### config.mk
export PLATFORM = sky130hd
export DESIGN_NAME = cii_top
export DESIGN_NICKNAME = d
export VERILOG_FILES = /design/src/rtl/cii_pkg.sv /design/src/rtl/cii_reg_if.sv /design/src/rtl/cii_axil.sv /design/src/rtl/cii_dcl.sv /design/src/rtl/cii_top.sv
export SDC_FILE = /design/constraint.sdc
export NUM_CORES = 1
export LEC_CHECK = 0
export ABC_AREA = 1
export BUFFER_PORTS_ARGS = -buffer_cell sky130_fd_sc_hd__buf_2
export CAP_MARGIN = 20
export CORE_UTILIZATION = 50
export CTS_CLUSTER_SIZE = 16
export DETAILED_ROUTE_END_ITERATION = 12
export GPL_TIMING_DRIVEN = 0
export PLACE_DENSITY = 0.79
export SYNTH_ARGS = -nofsm -noshare
export SYNTH_HDL_FRONTEND = slang
export SYNTH_SLANG_ARGS = --single-unit
### constraint.sdc
create_clock -name aclk -period 1.66 [get_ports aclk]
set_input_delay 0.166 -clock aclk [delete_from_list [all_inputs] [get_ports aclk]]
set_output_delay 0.166 -clock aclk [all_outputs]
set_load 0.02 [all_outputs]
### src/rtl/cii_pkg.sv
// Shared constants, types and helpers.
// Assumes a 40 MHz aclk and 8-bit bus addresses.
package cii_pkg;

    // ========================================================
    // Register map
    localparam logic [7:0] A_INSTR = 8'h00;
    localparam logic [7:0] A_ACC   = 8'h04;
    localparam logic [7:0] A_STAT  = 8'h08;
    localparam logic [7:0] A_PC    = 8'h0c;
    localparam logic [7:0] A_IRR   = 8'h10;
    localparam logic [1:0] RESP_OK  = 2'h0;
    localparam logic [1:0] RESP_ERR = 2'h2;

    // Status field positions
    localparam int ST_BUSY = 0;
    localparam int ST_SKIP = 1;
    localparam int ST_IEN  = 2;
    localparam int ST_ACK  = 3;
    localparam int ST_LVL  = 8;
    localparam int ST_FF   = 16;

    // ========================================================
    // Instruction encodings
    localparam int         NUM_DC   = 7;
    localparam logic [3:0] OP_IN    = 4'h4;
    localparam logic [3:0] OP_OUT   = 4'h5;
    localparam logic [3:0] PORT_NOP = 4'hf;
    localparam logic [4:0] OP_STC   = 5'h05;
    localparam logic [4:0] OP_CLC   = 5'h15;
    localparam logic [4:0] OP_SFS   = 5'h03;
    localparam logic [4:0] OP_SFZ   = 5'h07;
    localparam logic [7:0] OP_RTI   = 8'hb0;
    localparam logic [7:0] OP_RTE   = 8'hb1;
    localparam logic [7:0] OP_NOP   = 8'h5f;
    localparam logic [2:0] IRQ_BIT  = 3'h7;

    // ========================================================
    // Reset values and timing
    localparam logic [6:0]  DC_RST = 7'h7f;
    localparam logic [10:0] PC_RST = 11'h000;
    localparam logic [10:0] PC_ONE = 11'h001;
    localparam logic [10:0] PC_TWO = 11'h002;
    localparam int          CLK_NS = 25;
    localparam int          VEC_NS = 100;
    localparam int          VEC_CYC = (VEC_NS + CLK_NS - 1) / CLK_NS;
    localparam logic [2:0]  VEC_LAST = 3'(VEC_CYC - 1);

    typedef enum logic [1:0] {
        CII_FETCH = 2'h0,
        CII_EXEC  = 2'h1,
        CII_INTR  = 2'h3
    } cii_phase_t;

    // ========================================================
    // Helpers
    function automatic logic cii_addr_ok(input logic [7:0] a);
        return a == A_INSTR || a == A_ACC || a == A_STAT ||
               a == A_PC || a == A_IRR;
    endfunction

    function automatic logic cii_ctl(input logic [7:0] op,
                                     input logic [4:0] code);
        return op[7:3] == code;
    endfunction

endpackage

### src/rtl/cii_reg_if.sv
// Register access path between the bus slave and the core.
// Assumes one-cycle strobes, read data next cycle.
`timescale 1ns/1ps
interface cii_reg_if;
    logic        wr_en;
    logic [7:0]  waddr;
    logic [31:0] wdata;
    logic [3:0]  wstrb;
    logic        rd_en;
    logic [7:0]  raddr;
    logic [31:0] rdata;

    modport bus  (output wr_en, waddr, wdata, wstrb, rd_en, raddr,
                  input rdata);
    modport core (input wr_en, waddr, wdata, wstrb, rd_en, raddr,
                  output rdata);
endinterface

### src/rtl/cii_axil.sv
// AXI4-Lite slave for the control unit registers.
// Assumes one write and one read at most under way at a time.
`timescale 1ns/1ps
module cii_axil import cii_pkg::*; (
    input  wire logic        aclk,
    input  wire logic        aresetn,
    input  wire logic [7:0]  awaddr,
    input  wire logic        awvalid,
    output      logic        awready,
    input  wire logic [31:0] wdata,
    input  wire logic [3:0]  wstrb,
    input  wire logic        wvalid,
    output      logic        wready,
    output      logic [1:0]  bresp,
    output      logic        bvalid,
    input  wire logic        bready,
    input  wire logic [7:0]  araddr,
    input  wire logic        arvalid,
    output      logic        arready,
    output      logic [1:0]  rresp,
    output      logic        rvalid,
    input  wire logic        rready,
    cii_reg_if.bus           rif
);
    typedef struct packed {
        logic        awrdy;
        logic        wrdy;
        logic        arrdy;
        logic        awgot;
        logic        wgot;
        logic        bvalid;
        logic        rvalid;
        logic        wr_en;
        logic        rd_en;
        logic [1:0]  bresp;
        logic [1:0]  rresp;
        logic [7:0]  waddr;
        logic [7:0]  raddr;
        logic [31:0] wdata;
        logic [3:0]  wstrb;
    } cii_axs_t;

    cii_axs_t q;
    cii_axs_t n;

    // ========================================================
    // Channel handling
    always_comb begin
        n = q;
        n.wr_en = 1'b0;
        n.rd_en = 1'b0;
        if (awvalid && q.awrdy) begin
            n.awgot = 1'b1;
            n.waddr = awaddr;
        end
        if (wvalid && q.wrdy) begin
            n.wgot  = 1'b1;
            n.wdata = wdata;
            n.wstrb = wstrb;
        end
        if (q.bvalid && bready) begin
            n.bvalid = 1'b0;
        end
        if (q.awgot && q.wgot && !q.bvalid) begin
            n.awgot  = 1'b0;
            n.wgot   = 1'b0;
            n.bvalid = 1'b1;
            n.wr_en  = cii_addr_ok(q.waddr);
            n.bresp  = cii_addr_ok(q.waddr) ? RESP_OK : RESP_ERR;
        end
        n.awrdy = !n.awgot;
        n.wrdy  = !n.wgot;
        if (arvalid && q.arrdy) begin
            n.arrdy = 1'b0;
            n.raddr = araddr;
            n.rd_en = 1'b1;
        end
        if (q.rd_en) begin
            n.rvalid = 1'b1;
            n.rresp  = cii_addr_ok(q.raddr) ? RESP_OK : RESP_ERR;
        end
        if (q.rvalid && rready) begin
            n.rvalid = 1'b0;
            n.arrdy  = 1'b1;
        end
    end

    always_ff @(posedge aclk) begin
        if (!aresetn) begin
            q       <= '0;
            q.awrdy <= 1'b1;
            q.wrdy  <= 1'b1;
            q.arrdy <= 1'b1;
        end else begin
            q <= n;
        end
    end

    assign awready = q.awrdy;
    assign wready = q.wrdy;
    assign arready = q.arrdy;
    assign bvalid = q.bvalid;
    assign bresp = q.bresp;
    assign rvalid = q.rvalid;
    assign rresp = q.rresp;
    assign rif.wr_en = q.wr_en;
    assign rif.waddr = q.waddr;
    assign rif.wdata = q.wdata;
    assign rif.wstrb = q.wstrb;
    assign rif.rd_en = q.rd_en;
    assign rif.raddr = q.raddr;
endmodule

### src/rtl/cii_dcl.sv
// Bank of seven direct control flip-flops driving open-drain lines.
// Assumes set and clear strobes are never raised together.
`timescale 1ns/1ps
module cii_dcl import cii_pkg::*; (
    input  wire logic       aclk,
    input  wire logic       aresetn,
    input  wire logic       set_en,
    input  wire logic       clr_en,
    input  wire logic [2:0] idx,
    output      logic [6:0] ff
);
    typedef struct packed {
        logic [6:0] ff;
    } cii_dcs_t;

    cii_dcs_t q;
    cii_dcs_t n;

    // ========================================================
    // Set and clear by program only
    always_comb begin
        n = q;
        if (set_en && idx < 3'(NUM_DC)) begin
            n.ff[idx] = 1'b1; // see [RQ4]
        end else if (clr_en && idx < 3'(NUM_DC)) begin
            n.ff[idx] = 1'b0; // see [RQ7]
        end
    end

    always_ff @(posedge aclk) begin
        if (!aresetn) begin
            q.ff <= DC_RST;
        end else begin
            q <= n;
        end
    end

    assign ff = q.ff;
endmodule

### src/rtl/cii_top.sv
// Port, control line and interrupt unit.
// Assumes synchronous pins and an AXI4-Lite master on aclk.
//
// Contract
// [RQ1] Sixteen input, fifteen output ports by select code
// [RQ2] Output to port 17 octal is a no-op
// [RQ3] Seven bidirectional control lines, four usage modes
// [RQ4] Static output level set or cleared by program
// [RQ5] Input flag: set flop, then test line
// [RQ6] Handshake: pull low, external holds, then test
// [RQ7] Internal flag: set, clear and test flop
// [RQ8] Request in, acknowledge out, enable out
// [RQ9] Request sampled every execute except clear 7
// [RQ10] Acknowledge high throughout the interrupt phase
// [RQ11] Interrupt phase clears enable, loads vector, saves return
// [RQ12] Request unmasked; outside gates it with enable
// [RQ13] Source withdraws request or gets second phase
// [RQ14] Source puts vector out within 100 ns
// [RQ15] Latency over minimum at most one instruction
// [RQ16] Request to service fetch within three phases
// [RQ17] Clock must pulse soon after supply valid
// [RQ18] Return-and-enable jumps back and sets enable
// [RQ19] Output opcode 0101 plus select drives accumulator
// [RQ20] Skip-if-low opcode 00111 plus line number
// [RQ21] Acknowledge drops before service fetch begins
// [RQ22] Request sampled once at fixed execute edge
`timescale 1ns/1ps
module cii_top import cii_pkg::*; (
    input  wire logic        aclk,
    input  wire logic        aresetn,
    input  wire logic [7:0]  s_awaddr,
    input  wire logic        s_awvalid,
    output      logic        s_awready,
    input  wire logic [31:0] s_wdata,
    input  wire logic [3:0]  s_wstrb,
    input  wire logic        s_wvalid,
    output      logic        s_wready,
    output      logic [1:0]  s_bresp,
    output      logic        s_bvalid,
    input  wire logic        s_bready,
    input  wire logic [7:0]  s_araddr,
    input  wire logic        s_arvalid,
    output      logic        s_arready,
    output      logic [31:0] s_rdata,
    output      logic [1:0]  s_rresp,
    output      logic        s_rvalid,
    input  wire logic        s_rready,
    output      logic [3:0]  port_select_code,
    output      logic        port_read,
    output      logic        port_strobe,
    input  wire logic [7:0]  data_i,
    output      logic [7:0]  data_o,
    output      logic        data_oe_n,
    input  wire logic [6:0]  direct_control_lines_i,
    output      logic [6:0]  direct_control_lines_o,
    output      logic [6:0]  direct_control_lines_oe_n,
    input  wire logic        irq_req_n,
    output      logic        irq_ack,
    output      logic        irq_enable_out
);
    typedef struct packed {
        cii_phase_t  phase;
        logic [2:0]  vcnt;
        logic [7:0]  instr;
        logic        pend;
        logic [7:0]  pend_op;
        logic [7:0]  acc;
        logic [10:0] pc;
        logic [10:0] irq_return_register;
        logic        irq_en;
        logic        ack;
        logic [3:0]  sel;
        logic        rd;
        logic        strobe;
        logic [7:0]  dout;
        logic        doe_n;
        logic        skip;
        logic [31:0] rdata;
        logic        dc_set;
        logic        dc_clr;
        logic [2:0]  dc_idx;
    } cii_core_t;

    cii_core_t  q;
    cii_core_t  n;
    cii_reg_if  rif ();
    logic [6:0] dc_ff;
    logic       lvl;
    logic       is_out;
    logic       is_io;
    logic       nop_out;
    logic       masked;

    // ========================================================
    // Bus slave and control line bank
    cii_axil u_axil (
        .aclk(aclk),
        .aresetn(aresetn),
        .awaddr(s_awaddr),
        .awvalid(s_awvalid),
        .awready(s_awready),
        .wdata(s_wdata),
        .wstrb(s_wstrb),
        .wvalid(s_wvalid),
        .wready(s_wready),
        .bresp(s_bresp),
        .bvalid(s_bvalid),
        .bready(s_bready),
        .araddr(s_araddr),
        .arvalid(s_arvalid),
        .arready(s_arready),
        .rresp(s_rresp),
        .rvalid(s_rvalid),
        .rready(s_rready),
        .rif(rif.bus)
    );

    cii_dcl u_dcl (
        .aclk(aclk),
        .aresetn(aresetn),
        .set_en(q.dc_set),
        .clr_en(q.dc_clr),
        .idx(q.dc_idx),
        .ff(dc_ff)
    );

    // ========================================================
    // Instruction decode
    always_comb begin
        if (q.instr[2:0] == IRQ_BIT) begin
            lvl = q.irq_en;
        end else begin
            lvl = direct_control_lines_i[q.instr[2:0]]; // see [RQ5]
        end
        masked  = cii_ctl(q.instr, OP_CLC) && q.instr[2:0] == IRQ_BIT;
        is_out  = q.pend_op[7:4] == OP_OUT;
        is_io   = is_out || q.pend_op[7:4] == OP_IN;
        nop_out = is_out && q.pend_op[3:0] == PORT_NOP;
    end

    // ========================================================
    // Registers and instruction sequencer
    always_comb begin
        n = q;
        n.dc_set = 1'b0;
        n.dc_clr = 1'b0;
        if (rif.wr_en && rif.wstrb[0]) begin
            if (rif.waddr == A_INSTR) begin
                if (!q.pend) begin
                    n.pend    = 1'b1;
                    n.pend_op = rif.wdata[7:0];
                end
            end else if (rif.waddr == A_ACC) begin
                n.acc = rif.wdata[7:0];
            end else if (rif.waddr == A_PC) begin
                n.pc[7:0] = rif.wdata[7:0];
            end
        end
        if (rif.wr_en && rif.wstrb[1] && rif.waddr == A_PC) begin
            n.pc[10:8] = rif.wdata[10:8];
        end
        if (rif.rd_en) begin
            n.rdata = '0;
            if (rif.raddr == A_INSTR) begin
                n.rdata[7:0] = q.pend_op;
            end else if (rif.raddr == A_ACC) begin
                n.rdata[7:0] = q.acc;
            end else if (rif.raddr == A_STAT) begin
                n.rdata[ST_BUSY] = q.pend;
                n.rdata[ST_SKIP] = q.skip;
                n.rdata[ST_IEN]  = q.irq_en;
                n.rdata[ST_ACK]  = q.ack;
                n.rdata[ST_LVL +: NUM_DC] = direct_control_lines_i;
                n.rdata[ST_FF +: NUM_DC]  = dc_ff;
            end else if (rif.raddr == A_PC) begin
                n.rdata[10:0] = q.pc;
            end else if (rif.raddr == A_IRR) begin
                n.rdata[10:0] = q.irq_return_register;
            end
        end
        case (q.phase)
            CII_FETCH: begin
                n.phase = CII_EXEC;
                n.instr = OP_NOP;
                if (q.pend) begin
                    n.pend  = 1'b0;
                    n.instr = q.pend_op;
                    n.sel   = q.pend_op[3:0]; // see [RQ1]
                    n.rd    = !is_out;
                    n.strobe = is_io && !nop_out; // see [RQ2]
                    n.doe_n  = !(is_out && !nop_out);
                    n.dout   = q.acc; // see [RQ19]
                end
            end
            CII_EXEC: begin
                n.strobe = 1'b0;
                n.doe_n  = 1'b1;
                n.skip   = q.skip && q.instr == OP_NOP;
                n.pc     = q.pc + PC_ONE;
                if (q.instr[7:4] == OP_IN) begin
                    n.acc = data_i;
                end else if (cii_ctl(q.instr, OP_STC)) begin
                    if (q.instr[2:0] == IRQ_BIT) begin
                        n.irq_en = 1'b1;
                    end else begin
                        n.dc_set = 1'b1; // see [RQ3]
                        n.dc_idx = q.instr[2:0];
                    end
                end else if (cii_ctl(q.instr, OP_CLC)) begin
                    if (q.instr[2:0] == IRQ_BIT) begin
                        n.irq_en = 1'b0;
                    end else begin
                        n.dc_clr = 1'b1; // see [RQ6]
                        n.dc_idx = q.instr[2:0];
                    end
                end else if (cii_ctl(q.instr, OP_SFS)) begin
                    n.skip = lvl;
                end else if (cii_ctl(q.instr, OP_SFZ)) begin
                    n.skip = !lvl; // see [RQ20]
                end else if (q.instr == OP_RTI) begin
                    n.pc = q.irq_return_register;
                end else if (q.instr == OP_RTE) begin
                    n.pc     = q.irq_return_register; // see [RQ18]
                    n.irq_en = 1'b1;
                end
                if (n.skip && q.instr != OP_NOP) begin
                    n.pc = q.pc + PC_TWO;
                end
                if (!irq_req_n && !masked) begin // see [RQ9] [RQ22]
                    n.phase  = CII_INTR;
                    n.ack    = 1'b1; // see [RQ10]
                    n.irq_en = 1'b0; // see [RQ11]
                    n.vcnt   = '0;
                end else begin
                    n.phase = CII_FETCH;
                end
            end
            CII_INTR: begin
                n.vcnt = q.vcnt + 3'h1;
                if (q.vcnt == VEC_LAST) begin // see [RQ14] [RQ16]
                    n.irq_return_register    = q.pc; // see [RQ11]
                    n.pc     = {3'h0, data_i};
                    n.ack    = 1'b0; // see [RQ21]
                    n.phase  = CII_FETCH; // see [RQ15]
                end
            end
            default: begin
                n.phase = CII_FETCH;
            end
        endcase
    end

    always_ff @(posedge aclk) begin
        if (!aresetn) begin
            q       <= '0;
            q.phase <= CII_FETCH;
            q.instr <= OP_NOP;
            q.pc    <= PC_RST;
            q.irq_return_register   <= PC_RST;
            q.doe_n <= 1'b1;
            q.rd    <= 1'b1;
        end else begin
            q <= n;
        end
    end

    // ========================================================
    // Outputs
    assign rif.rdata = q.rdata;
    assign s_rdata = q.rdata;
    assign port_select_code = q.sel;
    assign port_read = q.rd;
    assign port_strobe = q.strobe;
    assign data_o = q.dout;
    assign data_oe_n = q.doe_n;
    assign direct_control_lines_o = '0;
    assign direct_control_lines_oe_n = dc_ff; // see [RQ6]
    assign irq_ack = q.ack; // see [RQ8]
    assign irq_enable_out = q.irq_en;

    localparam int INT_MAX = 4;
endmodule
# Yosys cells after proc, flatten, opt, wreduce, memory -nomap -nowiden
# Index checks and enable logic that the tools add are counted.
dict set report totals {
  word_cells 228
  output_inout_bits 72
  input_bits 75
  regBits 146
}
dict set report op_classes {
  n_bitwise 9
  reduce_logical 59
  n_eq_ne 35
  addsub 3
  magnitude_cmp 4
  mux 82
}
# cell n
set op_table {}
lappend op_table {{$mux W11} 10}
lappend op_table {{$mux W8} 11}
lappend op_table {{$mux W7} 7}
lappend op_table {{$eq A8 B4 Y1 const B} 4}
lappend op_table {{$mux W1} 25}
lappend op_table {{$mux W22} 1}
lappend op_table {{$pmux W11 S2} 1}
lappend op_table {{$mux W3} 7}
lappend op_table {{$logic_and A1 B1 Y1} 20}
lappend op_table {{$mux W9} 2}
lappend op_table {{$mux W17} 1}
lappend op_table {{$eq A8 B3 Y1 const B} 2}
lappend op_table {{$eq A8 B5 Y1 const B} 2}
lappend op_table {{$eq A8 B8 Y1 const B} 2}
lappend op_table {{$logic_not A8 Y1} 2}
lappend op_table {{$mux W4} 4}
lappend op_table {{$eq A4 B3 Y1 const B} 3}
lappend op_table {{$ne A4 B3 Y1 const B} 3}
lappend op_table {{$add A11 B1 Y11 const B} 1}
lappend op_table {{$add A11 B2 Y11 const B} 1}
lappend op_table {{$eq A5 B3 Y1 const B} 2}
lappend op_table {{$mux W10} 1}
lappend op_table {{$mux W2} 5}
lappend op_table {{$ne A2 B2 Y1 const B} 5}
lappend op_table {{36 further kinds} 70}

# Logic depth before layout (Yosys ltp)
dict set report depth {
  depth_word 13
  depth_mapped 14
}

# Modules after synthesis
# From an unflattened synthesis, not the netlist that was laid out.
dict set report hier_totals {
  cells_unflattened 1167
  hier_area_um2 8334.2
}
# mod area_per_inst_um2 seq_area_each_um2 cells_per_inst instances
set modules_own_cells {}
lappend modules_own_cells {cii_top 5335.1 1941.9 778 1}
lappend modules_own_cells {cii_axil 2646.3 1261.2 333 1}
lappend modules_own_cells {cii_dcl 352.8 140.1 56 1}

# Worst setup path after synthesis
# No wires, ideal clock.
dict set report synth_timing {
  path_type {reg-to-reg}
  from {register q[67] (netlist bit)}
  to {register q[75] (netlist bit)}
  required_ns 1.528
  setup_slack_ns 0.126
  arrival_ns 1.402
  n_path_buf 0
  setup_time_ns 0.132
  stages_incl_launch_ff 12
  synth_period_minus_slack_ns 1.534
  path_cell_list {dfxtp_1 > ha_1 > nand2_1 > nor2_1 > nand2_1 > nor2_1 > xor2_1 > o21ai_0 > inv_1 > nand2_1 > nand3_1 > a21oi_1}
}
dict set report synth_between {
  elab_chain_len 10
}
# element line
set synth_rtl {}
lappend synth_rtl {{start, declared} cii_top.sv:84} ;# cii_core_t q;
lappend synth_rtl {{start signal, assigned} cii_top.sv:263} ;# q <= n;
lappend synth_rtl {{$add A11 B1 Y11} cii_top.sv:199} ;# n.pc = q.pc + PC_ONE;
lappend synth_rtl {{$mux W11} cii_top.sv:222} ;# end else if (q.instr == OP_RTE) begin
lappend synth_rtl {{$mux W11} cii_top.sv:220} ;# end else if (q.instr == OP_RTI) begin
lappend synth_rtl {{$mux W11} cii_top.sv:218} ;# end else if (cii_ctl(q.instr, OP_SFZ)) begin
lappend synth_rtl {{$mux W11} cii_top.sv:216} ;# end else if (cii_ctl(q.instr, OP_SFS)) begin
lappend synth_rtl {{$mux W11} cii_top.sv:209} ;# end else if (cii_ctl(q.instr, OP_CLC)) begin
lappend synth_rtl {{$mux W11} cii_top.sv:202} ;# end else if (cii_ctl(q.instr, OP_STC)) begin
lappend synth_rtl {{$mux W11} cii_top.sv:200} ;# if (q.instr[7:4] == OP_IN) begin
lappend synth_rtl {{$mux W11 (*)} cii_top.sv:226} ;# if (n.skip && q.instr != OP_NOP) begin
lappend synth_rtl {{$pmux W11 S2 (*)} cii_top.sv:181} ;# case (q.phase)
# Mark *: on every way between the ends. The rest lies on a longest branch, timed or not.
# A chain may end at the register's enable or synchronous reset.

# Final worst setup path
dict set report layout_timing {
  from {register u_axil.q (netlist bit u_axil.rif.raddr[7])}
  to {register q (netlist bit s_rdata[2])}
}
dict set report layout_between {
  elab_chain_len 6
}
# element line
set layout_rtl {}
lappend layout_rtl {{start, declared} cii_axil.sv:43} ;# cii_axs_t q;
lappend layout_rtl {{start signal, assigned} cii_axil.sv:95} ;# q <= n;
lappend layout_rtl {{$eq A8 B5 Y1} cii_top.sv:177} ;# end else if (rif.raddr == A_IRR) begin
lappend layout_rtl {{$mux W11} cii_top.sv:177}
lappend layout_rtl {{$mux W11} cii_top.sv:175} ;# end else if (rif.raddr == A_PC) begin
lappend layout_rtl {{$mux W4} cii_top.sv:168} ;# end else if (rif.raddr == A_STAT) begin
lappend layout_rtl {{$mux W8} cii_top.sv:166} ;# end else if (rif.raddr == A_ACC) begin
lappend layout_rtl {{$mux W8 (*)} cii_top.sv:164} ;# if (rif.raddr == A_INSTR) begin
# Marks and branches as above.

==> results.py <==
metrics = {
    "timing": {
        "final.period_utilization_pct": 109,
        "rsz0062_at_grt": "yes",
        "clock-skew-final_ns": 0.0118,
        "worst_slack_ns": -0.151,
        "setup_viol": 33,
        "slew_headroom_pct": 47.9,
        "tns_ns": -2.55,
        "fmax_ghz": 0.552,
        "hold_viol": 0,
        "drv_slew": 0,
        "tightestPinTransition_ns": 0.781,
        "period_minus_slack_ns": 1.81,
    },
    "synthesis": {
        "synthSimpleGateAreaFrac_pct": 22.4,
        "synth_area_leaders": "dfxtp_1 41%, o21ai_0 8.6%, nand2_1 8.5%",
        "avgSynthCellArea_um2": 7.13,
        "ys_ff_latch": 144,
        "yosysTopAreaCellShare_pct": 41.2,
        "synth_compound_area_share_pct": 20.4,
        "synth_area_um2": 6990,
        "yosys.cell_types.count": 41,
        "synth_fa_ha_area_share_pct": 0.716,
        "synth_top_family_by_area": "simple AND/OR/NAND/NOR gates",
        "synth_top_cell_by_area": "dfxtp_1",
        "seq_area_frac_synth_pct": 41.2,
        "synth_xor_area_share_pct": 1.00,
        "async_flop_share_pct": 0,
        "synth_edf_count": 0,
        "synthMuxAreaShare_pct": 0,
        "yosysWarnings": 0,
        "synth_cells": 980,
        "synth_ff_type": "dfxtp_1",
    },
    "detailed_routing": {
        "vias_per_cell": 5.51,
        "drt-total-wl_mm": 22.8,
        "num_vias": 7510,
        "avgRoutedWirePerCell_um": 16.7,
        "ant_nets": 0,
        "drc_errors": 0,
        "drtPass1Iterations": 5,
        "drt_iter0_drc": 760,
    },
    "cells_and_area": {
        "syn_to_final_growth_pct": 38.7,
        "diodes": 0,
        "drive_above_1_share_pct": 34.0,
        "finalNetCount": 1254,
        "fill_cells": 1013,
    },
    "place": {
        "dp_hpwl_mm": 15.2,
        "numPortBuffers": 104,
        "gp_congestion": 0.960,
    },
    "worst_setup_path": {
        "cpLargestDelayFamily": "simple AND/OR/NAND/NOR gates",
        "crit_top_cell": "nor2_4",
        "path_buf_inv": 1,
        "cp-start-kind": "register",
        "critPathMaxStageDelay_ns": 0.33,
        "crit_slowest_cell": "dfxtp_2",
        "worstPathMaxFanout": 3,
        "arrival_ns": 2.17,
        "cp.required_ns": 2.02,
        "cp-end-kind": "register",
        "crit_type": "register to register",
        "crit_chain": "nor2_4 > nand2_2 > nor2_4 > nand4_1 > buf_6 > nor2_4 > nor2_2 > o211ai_1 > nand2_1 > a21oi_2",
    },
    "clock_network": {
        "cts_tree": "built",
        "worstSkewPairLatency_ns": 0.44,
        "cts_root_buffer": "clkbuf_16",
        "htree_levels": 4,
        "numCtsBuffers": 17,
        "clock_sink_count": 144,
        "cts_buffer_depth": 2,
        "clk_pin_slew_worst_paths_ns": 0.06,
    },
    "global_routing": {
        "met2_usage_pct": 49.5,
        "grt_max_degree": 17,
        "grt-ovfl-total": 0,
        "first_global_vias": 6697,
        "grt.total_usage_pct": 30.0,
        "antenna_found_initial": 0,
        "grt.busiest_layer": "met2",
        "grt_pass1_wl_mm": 33.4,
        "grtUsageMet1_pct": 37.7,
        "met3_usage_pct": 5.71,
    },
    "hold_path": {
        "hold_class": "input port to register",
    },
    "job": {
        "max-cap-violations": 0,
    },
    "floorplan": {
        "die_width_um": 120,
        "ioPinCount": 147,
        "chipHeight_um": 120,
        "start_util_pct": 52.0,
        "die_area_um2": 14500,
        "core-area_um2": 13500,
        "rows": 42,
    },
    "power": {
        "ir_drop_uv": 713,
        "p_per_area_nw_per_um2": 919,
        "p_leak_nw": 4.16,
        "p_total_mw": 8.91,
    },
    "run_status": {
        "status": "finished, violations left",
        "violations": "setup timing",
    },
}
[metal layers]
| layer | up-vias | wire length (µm) | share of wire, % |
|---|---|---|---|
| met5 | - | 0 | 0 |
| met4 | 0 | 937 | 4.1 |
| met3 | 81 | 1970 | 8.6 |
| met2 | 425 | 10700 | 47 |
| met1 | 3432 | 9140 | 40 |
| li1 | 3572 | - | - |
[state kept, by name, indices dropped and copies added, names as in the netlist, 2 cells and up, named ones only]
signal and flops:
s_rdata 22, u_axil.q 2, u_axil.rif.wdata 11, u_axil.rif.waddr 8, data_o 8, u_axil.rif.wstrb 2, u_axil.rif.raddr 8, q 58
port_select_code 4
[worst paths after layout]
check                                          from  cells past startpoint  slack [ns]         end
worst max-delay path            u_axil.rif.raddr[7]                     10       -0.15  s_rdata[2]
worst min-delay path                      data_i[5]                      3       0.008       q[82]
worst max register to register  u_axil.rif.raddr[7]                     10       -0.15  s_rdata[2]
worst min register to register           s_rdata[6]                      2        0.46  s_rdata[6]
[Yosys cell counts, drive strengths merged, types with 2 or more instances]
cell type and instances:
nor4 5, xor2 6, nand2 162, nor2 94, o22ai 2, o21ai 126
ha 4, dfxtp 144, nand4 11, o32ai 2, a22o 7, nand3 69
clkbuf 28, a21oi 103, a211oi 3, nor3 13, buf 70, or2 2
a31oi 3, a32oi 2, o211ai 12, inv 104, xnor2 2
[stage by stage]
stage	util (%)	setup slack, ns	hold WS, ns	cell area, µm²	cells
floorplan	-	0.126	0.270	7060	998
global placement	58.0	-0.269	0.356	7800	1278
detailed placement	58.0	-0.279	0.361	7800	1278
CTS	66.9	-0.120	0.000354	8990	1344
global route	72.1	-0.238	0.0200	9700	1364
finish	72.1	-0.151	0.00791	9700	1364
[layout by cell type, fill, tap and decap left out, types with 4 or more instances in the layout]
cell	synthesis	routed
a21oi_1	103	75
a21oi_2	0	28
a22o_1	7	7
buf_2	9	107
buf_4	56	85
buf_6	2	13
clkbuf_1	28	24
clkbuf_16	0	18
clkbuf_4	0	4
conb_1	1	19
dfxtp_1	144	130
dfxtp_2	0	9
dfxtp_4	0	5
dlygate4sd3_1	0	15
inv_1	102	91
inv_2	2	10
inv_6	0	4
nand2_1	159	136
nand2_2	3	13
nand2_4	0	13
nand3_1	68	44
nand3_2	1	17
nand3_4	0	8
nand4_1	10	10
nor2_1	86	70
nor2_2	4	10
nor2_4	4	14
nor3_1	9	6
nor3_4	0	4
o211ai_1	12	12
o21ai_0	120	86
o21ai_1	5	27
o21ai_2	1	11
xor2_1	6	6
[cells by family (layout without fill, tap and decap cells)]
| group | count (synthesis) | in the layout |
|---|---|---|
| simple gates | 356 | 356 |
| compound gates | 264 | 264 |
| buf+inv | 203 | 393 |
| flops | 144 | 144 |
| xor+xnor | 8 | 8 |
| fa+ha+maj | 4 | 4 |
| other cells | 1 | 19 |
[layout make-up]
cell class	count	area, µm²	share of cell area, %
Buffer	98	671	6.91
Clock buffer	21	460	4.75
Clock inverter	11	153	1.57
Inverter	105	404	4.17
Multi-Input combinational cell	651	3840	39.5
Sequential cell	144	2910	30.0
Tap cell	176	220	2.27
Timing Repair Buffer	158	1040	10.8
[power breakdown]
group	leakage, nW	total, mW	internal (mW)	switching [mW]
registers	1.17	3.68	3.57	0.110
logic	2.69	1.23	0.466	0.766
clock network	0.291	4.00	2.46	1.54
[timing repair]
| item | CTS | global route |
|---|---|---|
| buffers inserted | 18 | 19 |
| endpoints found under the hold margin | 15 | 0 |
| cloned | 1 | 2 |
| pin swaps | 21 | 46 |
| resized for setup | 95 | 169 |
| setup endpoints to repair | 71 | 70 |
| hold buffers | 15 | 0 |
[worst min-delay path, delay by kind of cell]
| kind | cells | cell delay, ns |
|---|---|---|
| AO/OA/AOI/OAI | 1 | 0.10 |
| buffers and inverters | 2 | 0.14 |
Power figures use the tool's default switching activity.
